File: config.mk
export PLATFORM = sky130hd
export DESIGN_NAME = rci_top
export DESIGN_NICKNAME = d
export VERILOG_FILES = /design/src/rci_top.v /design/src/rci_sync.v /design/src/rci_sfr.v
export VERILOG_INCLUDE_DIRS = /design/src
export SDC_FILE = /design/constraint.sdc
export NUM_CORES = 1
export LEC_CHECK = 0
export CORE_ASPECT_RATIO = 0.9
export CORE_MARGIN = 3
export CORE_UTILIZATION = 55
export CTS_CLUSTER_DIAMETER = 150
export DETAILED_ROUTE_END_ITERATION = 8
export DONT_BUFFER_PORTS = 1
export PLACE_DENSITY = 0.7
export SLEW_MARGIN = 25
export SYNTH_ARGS = -nofsm -noshare
export SYNTH_HDL_FRONTEND = slang
export SYNTH_SLANG_ARGS = --single-unit
File: constraint.sdc
create_clock -name pclk -period 2.2 [get_ports pclk]
set_input_delay 0.22 -clock pclk [delete_from_list [all_inputs] [get_ports pclk]]
set_output_delay 0.22 -clock pclk [all_outputs]
set_load 0.1 [all_outputs]
File: src/rci_consts.vh
// Purpose: shared constants for the reset cause and init state block
// Assumes: 32-bit apb data, word aligned registers
// Notes:   offsets are byte addresses
`ifndef RCI_CONSTS_VH
`define RCI_CONSTS_VH
// register byte offsets
`define RCI_OFF_STATUS   12'h000
`define RCI_OFF_SRCFLG   12'h004
`define RCI_OFF_PC       12'h008
`define RCI_OFF_INTCTL   12'h00c
`define RCI_OFF_PFLG1    12'h010
`define RCI_OFF_PFLG2    12'h014
`define RCI_OFF_INIT     12'h018
`define RCI_OFF_EVSTAT   12'h01c
`define RCI_OFF_EVCLR    12'h020
`define RCI_OFF_EVEN     12'h024
`define RCI_OFF_WAKESRC  12'h028
// core status flag bit positions
`define RCI_ST_PD        3
`define RCI_ST_TO        4
// reset source flag bit positions
`define RCI_SRC_BO       0
`define RCI_SRC_PO       1
// control bit positions
`define RCI_INT_GIE      7
`define RCI_PF1_RSV      7
// reset and vector values
`define RCI_PC_ZERO      13'h0000
`define RCI_PC_VECTOR    13'h0004
`define RCI_ALL_ONES     8'hff
`define RCI_ZERO8        8'h00
// event bit positions in the event status register
`define RCI_EV_POR       0
`define RCI_EV_BOR       1
`define RCI_EV_MASTER_CLEAR_RESET      2
`define RCI_EV_WDOG      3
`define RCI_EV_WAKE      4
`define RCI_EV_N         5
`endif

File: src/rci_top.v
// Purpose: reset cause recording and register initialisation
// Assumes: apb slave on pclk, event inputs are asynchronous pins
// Notes:   presetn is the power-on reset; events arrive as pulses
`timescale 1ns/1ps
`include "rci_consts.vh"
// Notes on behaviour
// - power-on sets timeout flag
// - power-on sets power-down flag
// - sleep clear or interrupt wake: to=1 pd=0
// - normal master clear: pc zero, flags kept
// - watchdog reset to=0 pd=1; wake both 0
// - brown-out clears its flag; power-on clears po
// - every true reset zeroes program counter
// - interrupt wake with enable loads vector
// - wake source flag bits get set
// - unimplemented bits read as zero
// - unaffected registers keep contents on resets
module rci_top (
  input  wire        pclk,
  input  wire        presetn,
  input  wire        clk_en,
  input  wire        psel,
  input  wire        penable,
  input  wire        pwrite,
  input  wire [11:0] paddr,
  input  wire [31:0] pwdata,
  input  wire [3:0]  pstrb,
  output reg  [31:0] prdata,
  output reg         pready,
  output reg         pslverr,
  input  wire        brown_out_evt,
  input  wire        master_clear_evt,
  input  wire        watchdog_evt,
  input  wire        wake_int_evt,
  input  wire        sleep_req,
  input  wire [7:0]  wake_src_bits,
  output reg         core_sleeping,
  output reg  [12:0] program_counter,
  output reg         irq
);
  // widening the counter also needs the port and the header constants
  parameter PC_W = 13; // program counter width

  // synchronised event pulses
  wire bo_p; // brown-out pulse
  wire mc_p; // master clear pulse
  wire wd_p; // watchdog timeout pulse
  wire wk_p; // interrupt wake pulse

  // state
  reg [7:0]      core_status_flags;   // core status byte
  reg [1:0]      reset_source_flags;  // brown-out and power-on
  reg [7:0]      core_interrupt_control; // interrupt control
  reg [7:0]      peripheral_flags_one;   // peripheral flags, bit 7 held zero
  reg [7:0]      peripheral_flags_two;   // peripheral flags two
  // scratch stands in for the registers no reset kind touches; power-on
  // gives it zero rather than unknown so reads compare cleanly
  reg [7:0]      scratch;                // unaffected by reset kinds
  reg [`RCI_EV_N-1:0] ev_stat;           // sticky events
  reg [`RCI_EV_N-1:0] ev_en;             // event interrupt enable
  // one-shot so the power-on event sets its status bit exactly once
  reg            por_seen;               // one-shot for power-on event
  reg [PC_W-1:0] next_pc;                // combinational pc

  // apb decode
  // an access counts at the first access-phase edge only: pready is
  // high at the second, so a held request never lands twice
  wire apb_wr = psel & penable & pwrite & ~pready;
  wire apb_rd = psel & penable & ~pwrite & ~pready;
  // register writes need the low byte lane; the clear register does not
  wire wr_lo  = apb_wr & pstrb[0];
  reg  hit;   // offset holds a register

  // offsets that answer without an error
  always @* begin
    case (paddr)
      `RCI_OFF_STATUS:  hit = 1'b1;
      `RCI_OFF_SRCFLG:  hit = 1'b1;
      `RCI_OFF_PC:      hit = 1'b1;
      `RCI_OFF_INTCTL:  hit = 1'b1;
      `RCI_OFF_PFLG1:   hit = 1'b1;
      `RCI_OFF_PFLG2:   hit = 1'b1;
      `RCI_OFF_INIT:    hit = 1'b1;
      `RCI_OFF_EVSTAT:  hit = 1'b1; // read only, writes dropped
      `RCI_OFF_EVCLR:   hit = 1'b1; // write only, reads zero
      `RCI_OFF_EVEN:    hit = 1'b1;
      `RCI_OFF_WAKESRC: hit = 1'b1;
      default:          hit = 1'b0; // refused with pslverr
    endcase
  end

  // classified events, priority: brown-out, clear, watchdog, wake
  // a brown-out swallows a clear in the same cycle: both zero the
  // counter, and only the brown-out has a flag to record it
  wire true_mc   = mc_p & ~bo_p;
  // the watchdog splits on the sleep flag: reset awake, wake asleep
  wire wd_reset  = wd_p & ~core_sleeping & ~bo_p & ~mc_p;
  wire wd_wake   = wd_p &  core_sleeping & ~bo_p & ~mc_p;
  // an interrupt pulse while awake is not ours to act on
  wire int_wake  = wk_p &  core_sleeping & ~bo_p & ~mc_p & ~wd_p;
  // true resets reload controls; wakes only resume
  wire any_reset = bo_p | true_mc | wd_reset;
  wire any_wake  = wd_wake | int_wake;

  // event pins through three-stage synchronisers
  // a pin edge becomes a pulse four edges later: fixed latency traded
  // for immunity to metastability and to one-cycle glitches
  // brown-out detector output
  rci_sync u_bo (
    .pclk       (pclk),
    .presetn    (presetn),
    .clk_en     (clk_en),
    .pin_in     (brown_out_evt),
    .rise_pulse (bo_p)
  );
  // master clear pin, filtered like the others
  rci_sync u_mc (
    .pclk       (pclk),
    .presetn    (presetn),
    .clk_en     (clk_en),
    .pin_in     (master_clear_evt),
    .rise_pulse (mc_p)
  );
  // watchdog expiry from its own oscillator domain
  rci_sync u_wd (
    .pclk       (pclk),
    .presetn    (presetn),
    .clk_en     (clk_en),
    .pin_in     (watchdog_evt),
    .rise_pulse (wd_p)
  );
  // interrupt request that can end sleep
  rci_sync u_wk (
    .pclk       (pclk),
    .presetn    (presetn),
    .clk_en     (clk_en),
    .pin_in     (wake_int_evt),
    .rise_pulse (wk_p)
  );

  // control registers that true resets reload
  // the sequencer only strobes; the values themselves live in u_sfr
  wire [7:0] opt_v;  // option register
  wire [7:0] dir_v;  // port direction
  wire [7:0] per_v;  // timer period
  rci_sfr u_sfr (
    .pclk         (pclk),
    .presetn      (presetn),
    .clk_en       (clk_en),
    .true_reset   (any_reset),
    .wr_en        (wr_lo & (paddr == `RCI_OFF_INIT)),
    .wr_sel       (pwdata[10:8]),
    .wr_data      (pwdata[7:0]),
    .option_cfg   (opt_v),
    .port_dir     (dir_v),
    .timer_period (per_v)
  );

  // next program counter for each reset kind
  // resets beat wakes, and wakes beat a software load in the same cycle
  always @* begin
    // hold unless something below moves it
    next_pc = program_counter;
    if (any_reset)
      next_pc = `RCI_PC_ZERO;
    // the vector only with the global enable set
    else if (int_wake && core_interrupt_control[`RCI_INT_GIE])
      next_pc = `RCI_PC_VECTOR;
    // otherwise a wake resumes at the next address
    else if (any_wake)
      next_pc = program_counter + 13'h0001;
    else if (wr_lo && paddr == `RCI_OFF_PC)
      next_pc = pwdata[PC_W-1:0]; // software load
  end

  // status flags, reset source and pc
  // later assignments win: software writes, then sleep entry, then
  // the event chain, so an event never loses to a same-cycle write
  always @(posedge pclk or negedge presetn) begin
    if (!presetn) begin
      core_status_flags  <= 8'h18;
      reset_source_flags <= 2'h0;
      program_counter    <= `RCI_PC_ZERO;
      // power-on starts awake, with the one-shot armed
      core_sleeping      <= 1'b0;
      por_seen           <= 1'b0;
    end else if (clk_en) begin
      por_seen        <= 1'b1;
      program_counter <= next_pc;
      // software writes first, events override below
      if (wr_lo && paddr == `RCI_OFF_STATUS)
        core_status_flags <= {pwdata[7:5], core_status_flags[4:3],
                              pwdata[2:0]};
      if (wr_lo && paddr == `RCI_OFF_SRCFLG)
        reset_source_flags <= pwdata[1:0];
      // sleep entry marks timeout set and power-down clear up front;
      // a clear during sleep then writes the same pair again
      if (sleep_req && !core_sleeping && !any_reset) begin
        core_sleeping <= 1'b1;
        core_status_flags[`RCI_ST_TO] <= 1'b1;
        core_status_flags[`RCI_ST_PD] <= 1'b0;
      end
      // brown-out: both flags set, its own source flag cleared
      if (bo_p) begin
        core_status_flags <= {3'h0, 2'h3, core_status_flags[2:0]};
        reset_source_flags[`RCI_SRC_BO] <= 1'b0;
        core_sleeping <= 1'b0;
      end else if (true_mc) begin
        // asleep the flags read as a sleep clear, awake they are kept
        core_sleeping <= 1'b0;
        if (core_sleeping)
          core_status_flags <= {3'h0, 2'h2, core_status_flags[2:0]};
        else
          core_status_flags <= {3'h0, core_status_flags[4:0]};
      end else if (wd_reset) begin
        // the sleep flag stays: this branch only runs awake
        core_status_flags <= {3'h0, 2'h1, core_status_flags[2:0]};
      end else if (wd_wake) begin
        // upper status bits are left as they are
        core_sleeping <= 1'b0;
        core_status_flags[`RCI_ST_TO] <= 1'b0;
        core_status_flags[`RCI_ST_PD] <= 1'b0;
      end else if (int_wake) begin
        // same flag image as a clear during sleep
        core_sleeping <= 1'b0;
        core_status_flags[`RCI_ST_TO] <= 1'b1;
        core_status_flags[`RCI_ST_PD] <= 1'b0;
      end
    end
  end

  // interrupt control and peripheral flags
  // the reserved bit of flags one is forced clear on every path, so
  // neither a software write nor the wake path can set it
  always @(posedge pclk or negedge presetn) begin
    if (!presetn) begin
      core_interrupt_control <= `RCI_ZERO8;
      peripheral_flags_one   <= `RCI_ZERO8;
      peripheral_flags_two   <= `RCI_ZERO8;
      scratch                <= `RCI_ZERO8;
    end else if (clk_en) begin
      // plain software writes first; reset and wake below override them
      if (wr_lo && paddr == `RCI_OFF_INTCTL)
        core_interrupt_control <= pwdata[7:0];
      if (wr_lo && paddr == `RCI_OFF_PFLG1)
        peripheral_flags_one <= {1'b0, pwdata[6:0]};
      if (wr_lo && paddr == `RCI_OFF_PFLG2)
        peripheral_flags_two <= pwdata[7:0];
      if (wr_lo && paddr == `RCI_OFF_WAKESRC)
        scratch <= pwdata[7:0];
      // resets clear both flag bytes and the global enable with them
      if (any_reset) begin
        core_interrupt_control <= `RCI_ZERO8;
        peripheral_flags_one   <= `RCI_ZERO8;
        peripheral_flags_two   <= `RCI_ZERO8;
      end else if (any_wake) begin
        // wake source bits win over a same-cycle write
        peripheral_flags_one <= peripheral_flags_one |
                                {1'b0, wake_src_bits[6:0]};
        // the flag byte that records the cause depends on the source
        if (int_wake)
          core_interrupt_control[0] <= 1'b1;
        else
          peripheral_flags_two[0] <= 1'b1;
      end
    end
  end

  // sticky event status, set wins over clear
  // bit 0 latches the first enabled edge after power-on release
  // write-one-to-clear ignores the byte lanes, unlike the other writes
  wire [`RCI_EV_N-1:0] ev_set = {any_wake, wd_reset, true_mc, bo_p,
                                 ~por_seen};
  // clear strobes from a write to the clear register
  wire [`RCI_EV_N-1:0] ev_clr = (apb_wr && paddr == `RCI_OFF_EVCLR) ?
                                pwdata[`RCI_EV_N-1:0] : {`RCI_EV_N{1'b0}};
  // status bits repeat per event, so one generate loop builds them
  genvar gi;
  generate
    for (gi = 0; gi < `RCI_EV_N; gi = gi + 1) begin : g_ev
      // one sticky bit per event
      always @(posedge pclk or negedge presetn) begin
        if (!presetn)
          ev_stat[gi] <= 1'b0;
        else if (clk_en)
          ev_stat[gi] <= ev_set[gi] | (ev_stat[gi] & ~ev_clr[gi]);
      end
    end
  endgenerate

  // enable register and interrupt line
  // irq is registered so the output comes from a flip-flop; it lags
  // the status bit by one edge
  always @(posedge pclk or negedge presetn) begin
    if (!presetn) begin
      ev_en <= {`RCI_EV_N{1'b0}};
      irq   <= 1'b0;
    end else if (clk_en) begin
      if (wr_lo && paddr == `RCI_OFF_EVEN)
        ev_en <= pwdata[`RCI_EV_N-1:0];
      // level output, high while an enabled status bit stays set
      irq <= |(ev_stat & ev_en);
    end
  end

  // apb answer: one wait state, zero data when unmapped
  // prdata holds its last value between accesses; a write clears it
  // so stale read data never rides on a later write answer
  always @(posedge pclk or negedge presetn) begin
    if (!presetn) begin
      pready  <= 1'b0;
      pslverr <= 1'b0;
      prdata  <= 32'h0000_0000;
    end else if (clk_en) begin
      // the answer is a single-cycle pulse: no access lands while pready is high
      pready  <= 1'b0;
      pslverr <= 1'b0;
      if (apb_wr || apb_rd) begin
        pready  <= 1'b1;
        pslverr <= ~hit;
        prdata  <= 32'h0000_0000;
        if (apb_rd) begin
          // unlisted bits stay zero from the clear above
          case (paddr)
            `RCI_OFF_STATUS:  prdata[7:0] <= core_status_flags;
            `RCI_OFF_SRCFLG:  prdata[1:0] <= reset_source_flags;
            `RCI_OFF_PC:      prdata[PC_W-1:0] <= program_counter;
            `RCI_OFF_INTCTL:  prdata[7:0] <= core_interrupt_control;
            `RCI_OFF_PFLG1:   prdata[7:0] <= peripheral_flags_one;
            `RCI_OFF_PFLG2:   prdata[7:0] <= peripheral_flags_two;
            `RCI_OFF_INIT:    prdata[23:0] <= {per_v, dir_v, opt_v};
            `RCI_OFF_EVSTAT:  prdata[`RCI_EV_N-1:0] <= ev_stat;
            `RCI_OFF_EVEN:    prdata[`RCI_EV_N-1:0] <= ev_en;
            `RCI_OFF_WAKESRC: prdata[7:0] <= scratch;
            default:          prdata <= 32'h0000_0000;
          endcase
        end
      end
    end
  end
endmodule // rci_top

File: src/rci_sync.v
// Purpose: three-stage synchroniser with agreement check on an event pin
// Assumes: input is asynchronous to pclk
// Notes:   emits a one-cycle pulse on an agreed rising change
`timescale 1ns/1ps
module rci_sync (
  input  wire pclk,
  input  wire presetn,
  input  wire clk_en,
  input  wire pin_in,
  output reg  rise_pulse
);
  reg s1; // first stage, read by s2 only
  reg s2; // second stage
  reg s3; // third stage
  reg lvl; // agreed level

  // shift chain, change counts when s2 and s3 agree
  always @(posedge pclk or negedge presetn) begin
    if (!presetn) begin
      s1         <= 1'b0;
      s2         <= 1'b0;
      s3         <= 1'b0;
      lvl        <= 1'b0;
      rise_pulse <= 1'b0;
    end else if (clk_en) begin
      s1         <= pin_in;
      s2         <= s1;
      s3         <= s2;
      rise_pulse <= 1'b0;
      if (s2 == s3) begin
        lvl        <= s3;
        rise_pulse <= s3 & ~lvl;
      end
    end
  end
endmodule // rci_sync

File: src/rci_sfr.v
// Purpose: control registers that the reset kinds reinitialise
// Assumes: load strobe from the sequencer, one cycle wide
// Notes:   master clear and watchdog reset load as power-on does
`timescale 1ns/1ps
`include "rci_consts.vh"
module rci_sfr (
  input  wire       pclk,
  input  wire       presetn,
  input  wire       clk_en,
  input  wire       true_reset,
  input  wire       wr_en,
  input  wire [2:0] wr_sel,
  input  wire [7:0] wr_data,
  output reg  [7:0] option_cfg,
  output reg  [7:0] port_dir,
  output reg  [7:0] timer_period
);
  // option, direction and period all come back as ones
  always @(posedge pclk or negedge presetn) begin
    if (!presetn) begin
      option_cfg   <= `RCI_ALL_ONES;
      port_dir     <= `RCI_ALL_ONES;
      timer_period <= `RCI_ALL_ONES;
    end else if (clk_en) begin
      if (true_reset) begin
        option_cfg   <= `RCI_ALL_ONES;
        port_dir     <= `RCI_ALL_ONES;
        timer_period <= `RCI_ALL_ONES;
      end else if (wr_en) begin
        case (wr_sel)
          3'h0:    option_cfg   <= wr_data;
          3'h1:    port_dir     <= wr_data;
          3'h2:    timer_period <= wr_data;
          default: option_cfg   <= option_cfg;
        endcase
      end
    end
  end
endmodule // rci_sfr

==> flow_summary.toml <==
[timing]
fin_crit_sh_pct = 95.2
finalHoldViolCount = 137
clock_skew_ps = 9.61
setup_tns_ps = 0
fin_ws_ps = 105
fin_crit_ps = 2100
maxSlewHeadroom_pct = 34.9
slew_violations = 0
tightest_slew_ps = 972
hold-worst-slack_ps = -513
max_freq_mhz = 477
rsz0062_at_grt = "no"
finalSetupViolCount = 0

[global_route]
grt_usage_pct = 30.1
grt_max_degree = 138
grt_pass1_vias = 5572
grt_pass1_wl_um = 31200
grt_antenna_before_repair = 2
overflow = 0

[cells_and_area]
final-seq-area_um2 = 3470
insertedDiodeCount = 0
finish.net_count = 762
fin_util_pct = 68.1
fin_area_um2 = 8010
multi_input_area_um2 = 3040
drive_gt1_share_pct = 26.4
stdcell_count = 863
fillers = 900
syn2layout_area_growth_pct = 17.4

[power_and_ir_drop]
pwr-share-clk_pct = 33.4
power.switching_mw = 3.09
switching_share_pct = 36.8
p_leak_nw = 3.42
seqPwrFrac_pct = 37.2
combPwrFrac_pct = 29.5
p_per_area_nw_per_um2 = 1050
ir_worst_vdd_uv = 684
fin_total_pwr_mw = 8.41
internal-power_mw = 5.32

[cts]
ctsHoldBuffers = 16
cts.clk_slew.worst_paths_ps = 50
cts_sinks = 137
cts_buffers = 17
tritoncts = "done"
insertion_delay_ps = 430
htreeDepth = 4
clockRootBuffer = "clkbuf_16"
clk_path_buf_depth = 2

[die]
die_w_um = 123
dieArea_um2 = 13800
core_um2 = 11800
ios = 116
initial_core_util_pct = 58.0
fp-row-count = 37
fp.dieH_um = 112

[critical_path]
cpMostUsedCell = "o21ai_1"
cp_num_buf_inv = 1
r2r-end = "peripheral_flags_two[5]"
crit_path_max_incr_delay_ps = 810
crit_fanout = 7
required_ps = 2560
critical_path.top_delay_family = "compound AO/OA/AOI/OAI gates"
r2r_start = "u_mc.rise_pulse"
crit_slowest_cell = "o21ai_1"
cp_data_arrival_time_ps = 2460
reg2reg_depth = 5
criticalPathCategory = "flop to flop"
path_cells = "buf_4, nor2_1, o21ai_1, o21ai_1, a22o_1"
reg2reg_slack_ps = 100
cp-start-kind = "flop"
critPathCaptureType = "flop"

[drt]
drt_iter0_markers = 470
drc = 0
vias_per_cell = 6.48
wl_met3_um = 1720
via_count = 5593
wirelength_met1_um = 8000
first_pass_iters = 7
wl_per_cell_um = 22.7
routed_wirelength_um = 19600
ant_nets = 0
top_layer = "met5"
met2WireLength_um = 9140

[synthesis]
synth_edf_count = 0
synthFlopType = "dfrtp_1"
yosysTopAreaCellShare_pct = 40.7
seq_area_frac_synth_pct = 50.7
synth_most_common_cell = "dfrtp_1"
yosys_warnings = 0
synth_common_cells = "dfrtp_1 (111), nand2_1 (50), a21oi_1 (40)"
avgSynthCellArea_um2 = 10.7
synth-async-reset-ratio_pct = 100
syn-cell-area_um2 = 6820
syn_inst = 637
synth_top_cell_by_area = "dfrtp_1"
yosysUniqueCellTypes = 68
netlist_top_cells_area = "dfrtp_1 (41%), dfstp_2 (10%), mux2_2 (5.4%)"
synth-seq-cells = 137

[run_status]
violations = "hold timing"
status = "finished with violations"

[placement]
hpwl_um = 12600
placedInstanceArea_um2 = 7260
dp_slack_ps = 40.3
dp.cells = 815
port-buffer-count = 0
gp_congestion = 0.892

[flow_run]
maxCapViolCount = 0

[hold_path]
hold_path_class = "input pin to async pin"
==> metal layers <==
| layer | global-route usage (%) | vias up |
|---|---|---|
| li1 | - | 2476 |
| met1 | 39.8 | 2796 |
| met2 | 45.8 | 271 |
| met3 | 9.29 | 48 |
| met4 | 12.8 | 2 |
| met5 | 0 | - |
==> worst max path at each step <==
stage	from	to	slack, ps	cells after the start
final	u_mc.rise_pulse	peripheral_flags_two[5]	100	5
after detailed placement	paddr[9]	peripheral_flags_two[5]	40	6
after floorplan	program_counter[5]	program_counter[10]	40	6
after CTS	core_sleeping	program_counter[0]	130	5
after global routing	core_sleeping	program_counter[8]	10	6
after global placement	paddr[9]	peripheral_flags_two[5]	70	6
==> power groups by stage <==
stage,combinational [mW],clock [mW],sequential [mW]
after floorplan,0.991,0,3.98
after global placement,2.33,0,3.14
after detailed placement,2.39,0,3.16
after CTS,2.46,2.85,3.12
after global routing,2.63,2.97,3.16
final,2.48,2.81,3.12
==> cells in the final DEF (no fill, tap or decap), types with 7 or more instances in the layout <==
| master | synthesis | routed |
|---|---|---|
| conb_1 | 1 | 8 |
| nor2b_1 | 9 | 9 |
| dlygate4sd3_1 | 0 | 15 |
| nand2_1 | 50 | 50 |
| nor3_1 | 11 | 11 |
| a31oi_1 | 8 | 8 |
| o22a_1 | 25 | 25 |
| mux2_2 | 33 | 33 |
| nand2b_1 | 14 | 14 |
| nand3_1 | 23 | 23 |
| a22oi_1 | 14 | 14 |
| mux2i_1 | 7 | 7 |
| a22o_1 | 33 | 33 |
| nor2_1 | 24 | 24 |
| buf_4 | 11 | 69 |
| dfstp_2 | 26 | 26 |
| dfrtp_1 | 111 | 107 |
| clkinv_2 | 0 | 7 |
| clkbuf_16 | 0 | 17 |
| o21ai_0 | 39 | 39 |
| a21oi_1 | 40 | 40 |
| o21ai_1 | 19 | 19 |
| inv_1 | 10 | 10 |
==> cell families after synthesis <==
logic type                 after synthesis  synth area share, %
adders and majority gates                1                0.183
AOI/OAI and AO/OA                      205                 20.2
DFF                                    137                 50.7
muxes                                   46                 8.46
and+or+nand+nor                        183                 15.1
buffers and inverters                   64                 5.25
other                                    1               0.0550
==> layout make-up <==
class	count	share of cell area, %
flip-flops and latches	137	43.3
clock buffers	22	5.67
clock inverters	10	1.56
multi-input cells	443	37.9
well taps	156	2.44
inverters	10	0.469
repair buffers	85	8.60
==> worst register-to-register path, cell delays in order (launching register included) <==
cell	delay, ps
dfrtp_1	370
buf_4	160
nor2_1	180
o21ai_1	230
o21ai_1	810
a22o_1	280
==> what timing repair did <==
action	4_1_cts	5_1_grt
setup buffers	0	0
setup endpoints to repair	0	1
endpoints found under the hold margin	232	137
resized for setup	0	1
==> flip-flops by register name, indices dropped and copies added, names as in the netlist, 2 cells and up <==
| name | cells |
|---|---|
| ev_stat | 5 |
| peripheral_flags_one | 7 |
| u_sfr.port_dir | 8 |
| u_sfr.option_cfg | 8 |
| u_sfr.timer_period | 8 |
| program_counter | 13 |
| peripheral_flags_two | 8 |
| ev_en | 5 |
| prdata | 24 |
| scratch | 8 |
| core_interrupt_control | 8 |
| reset_source_flags | 2 |
| core_status_flags | 8 |
No activity file was read; power rests on OpenSTA's default activity.
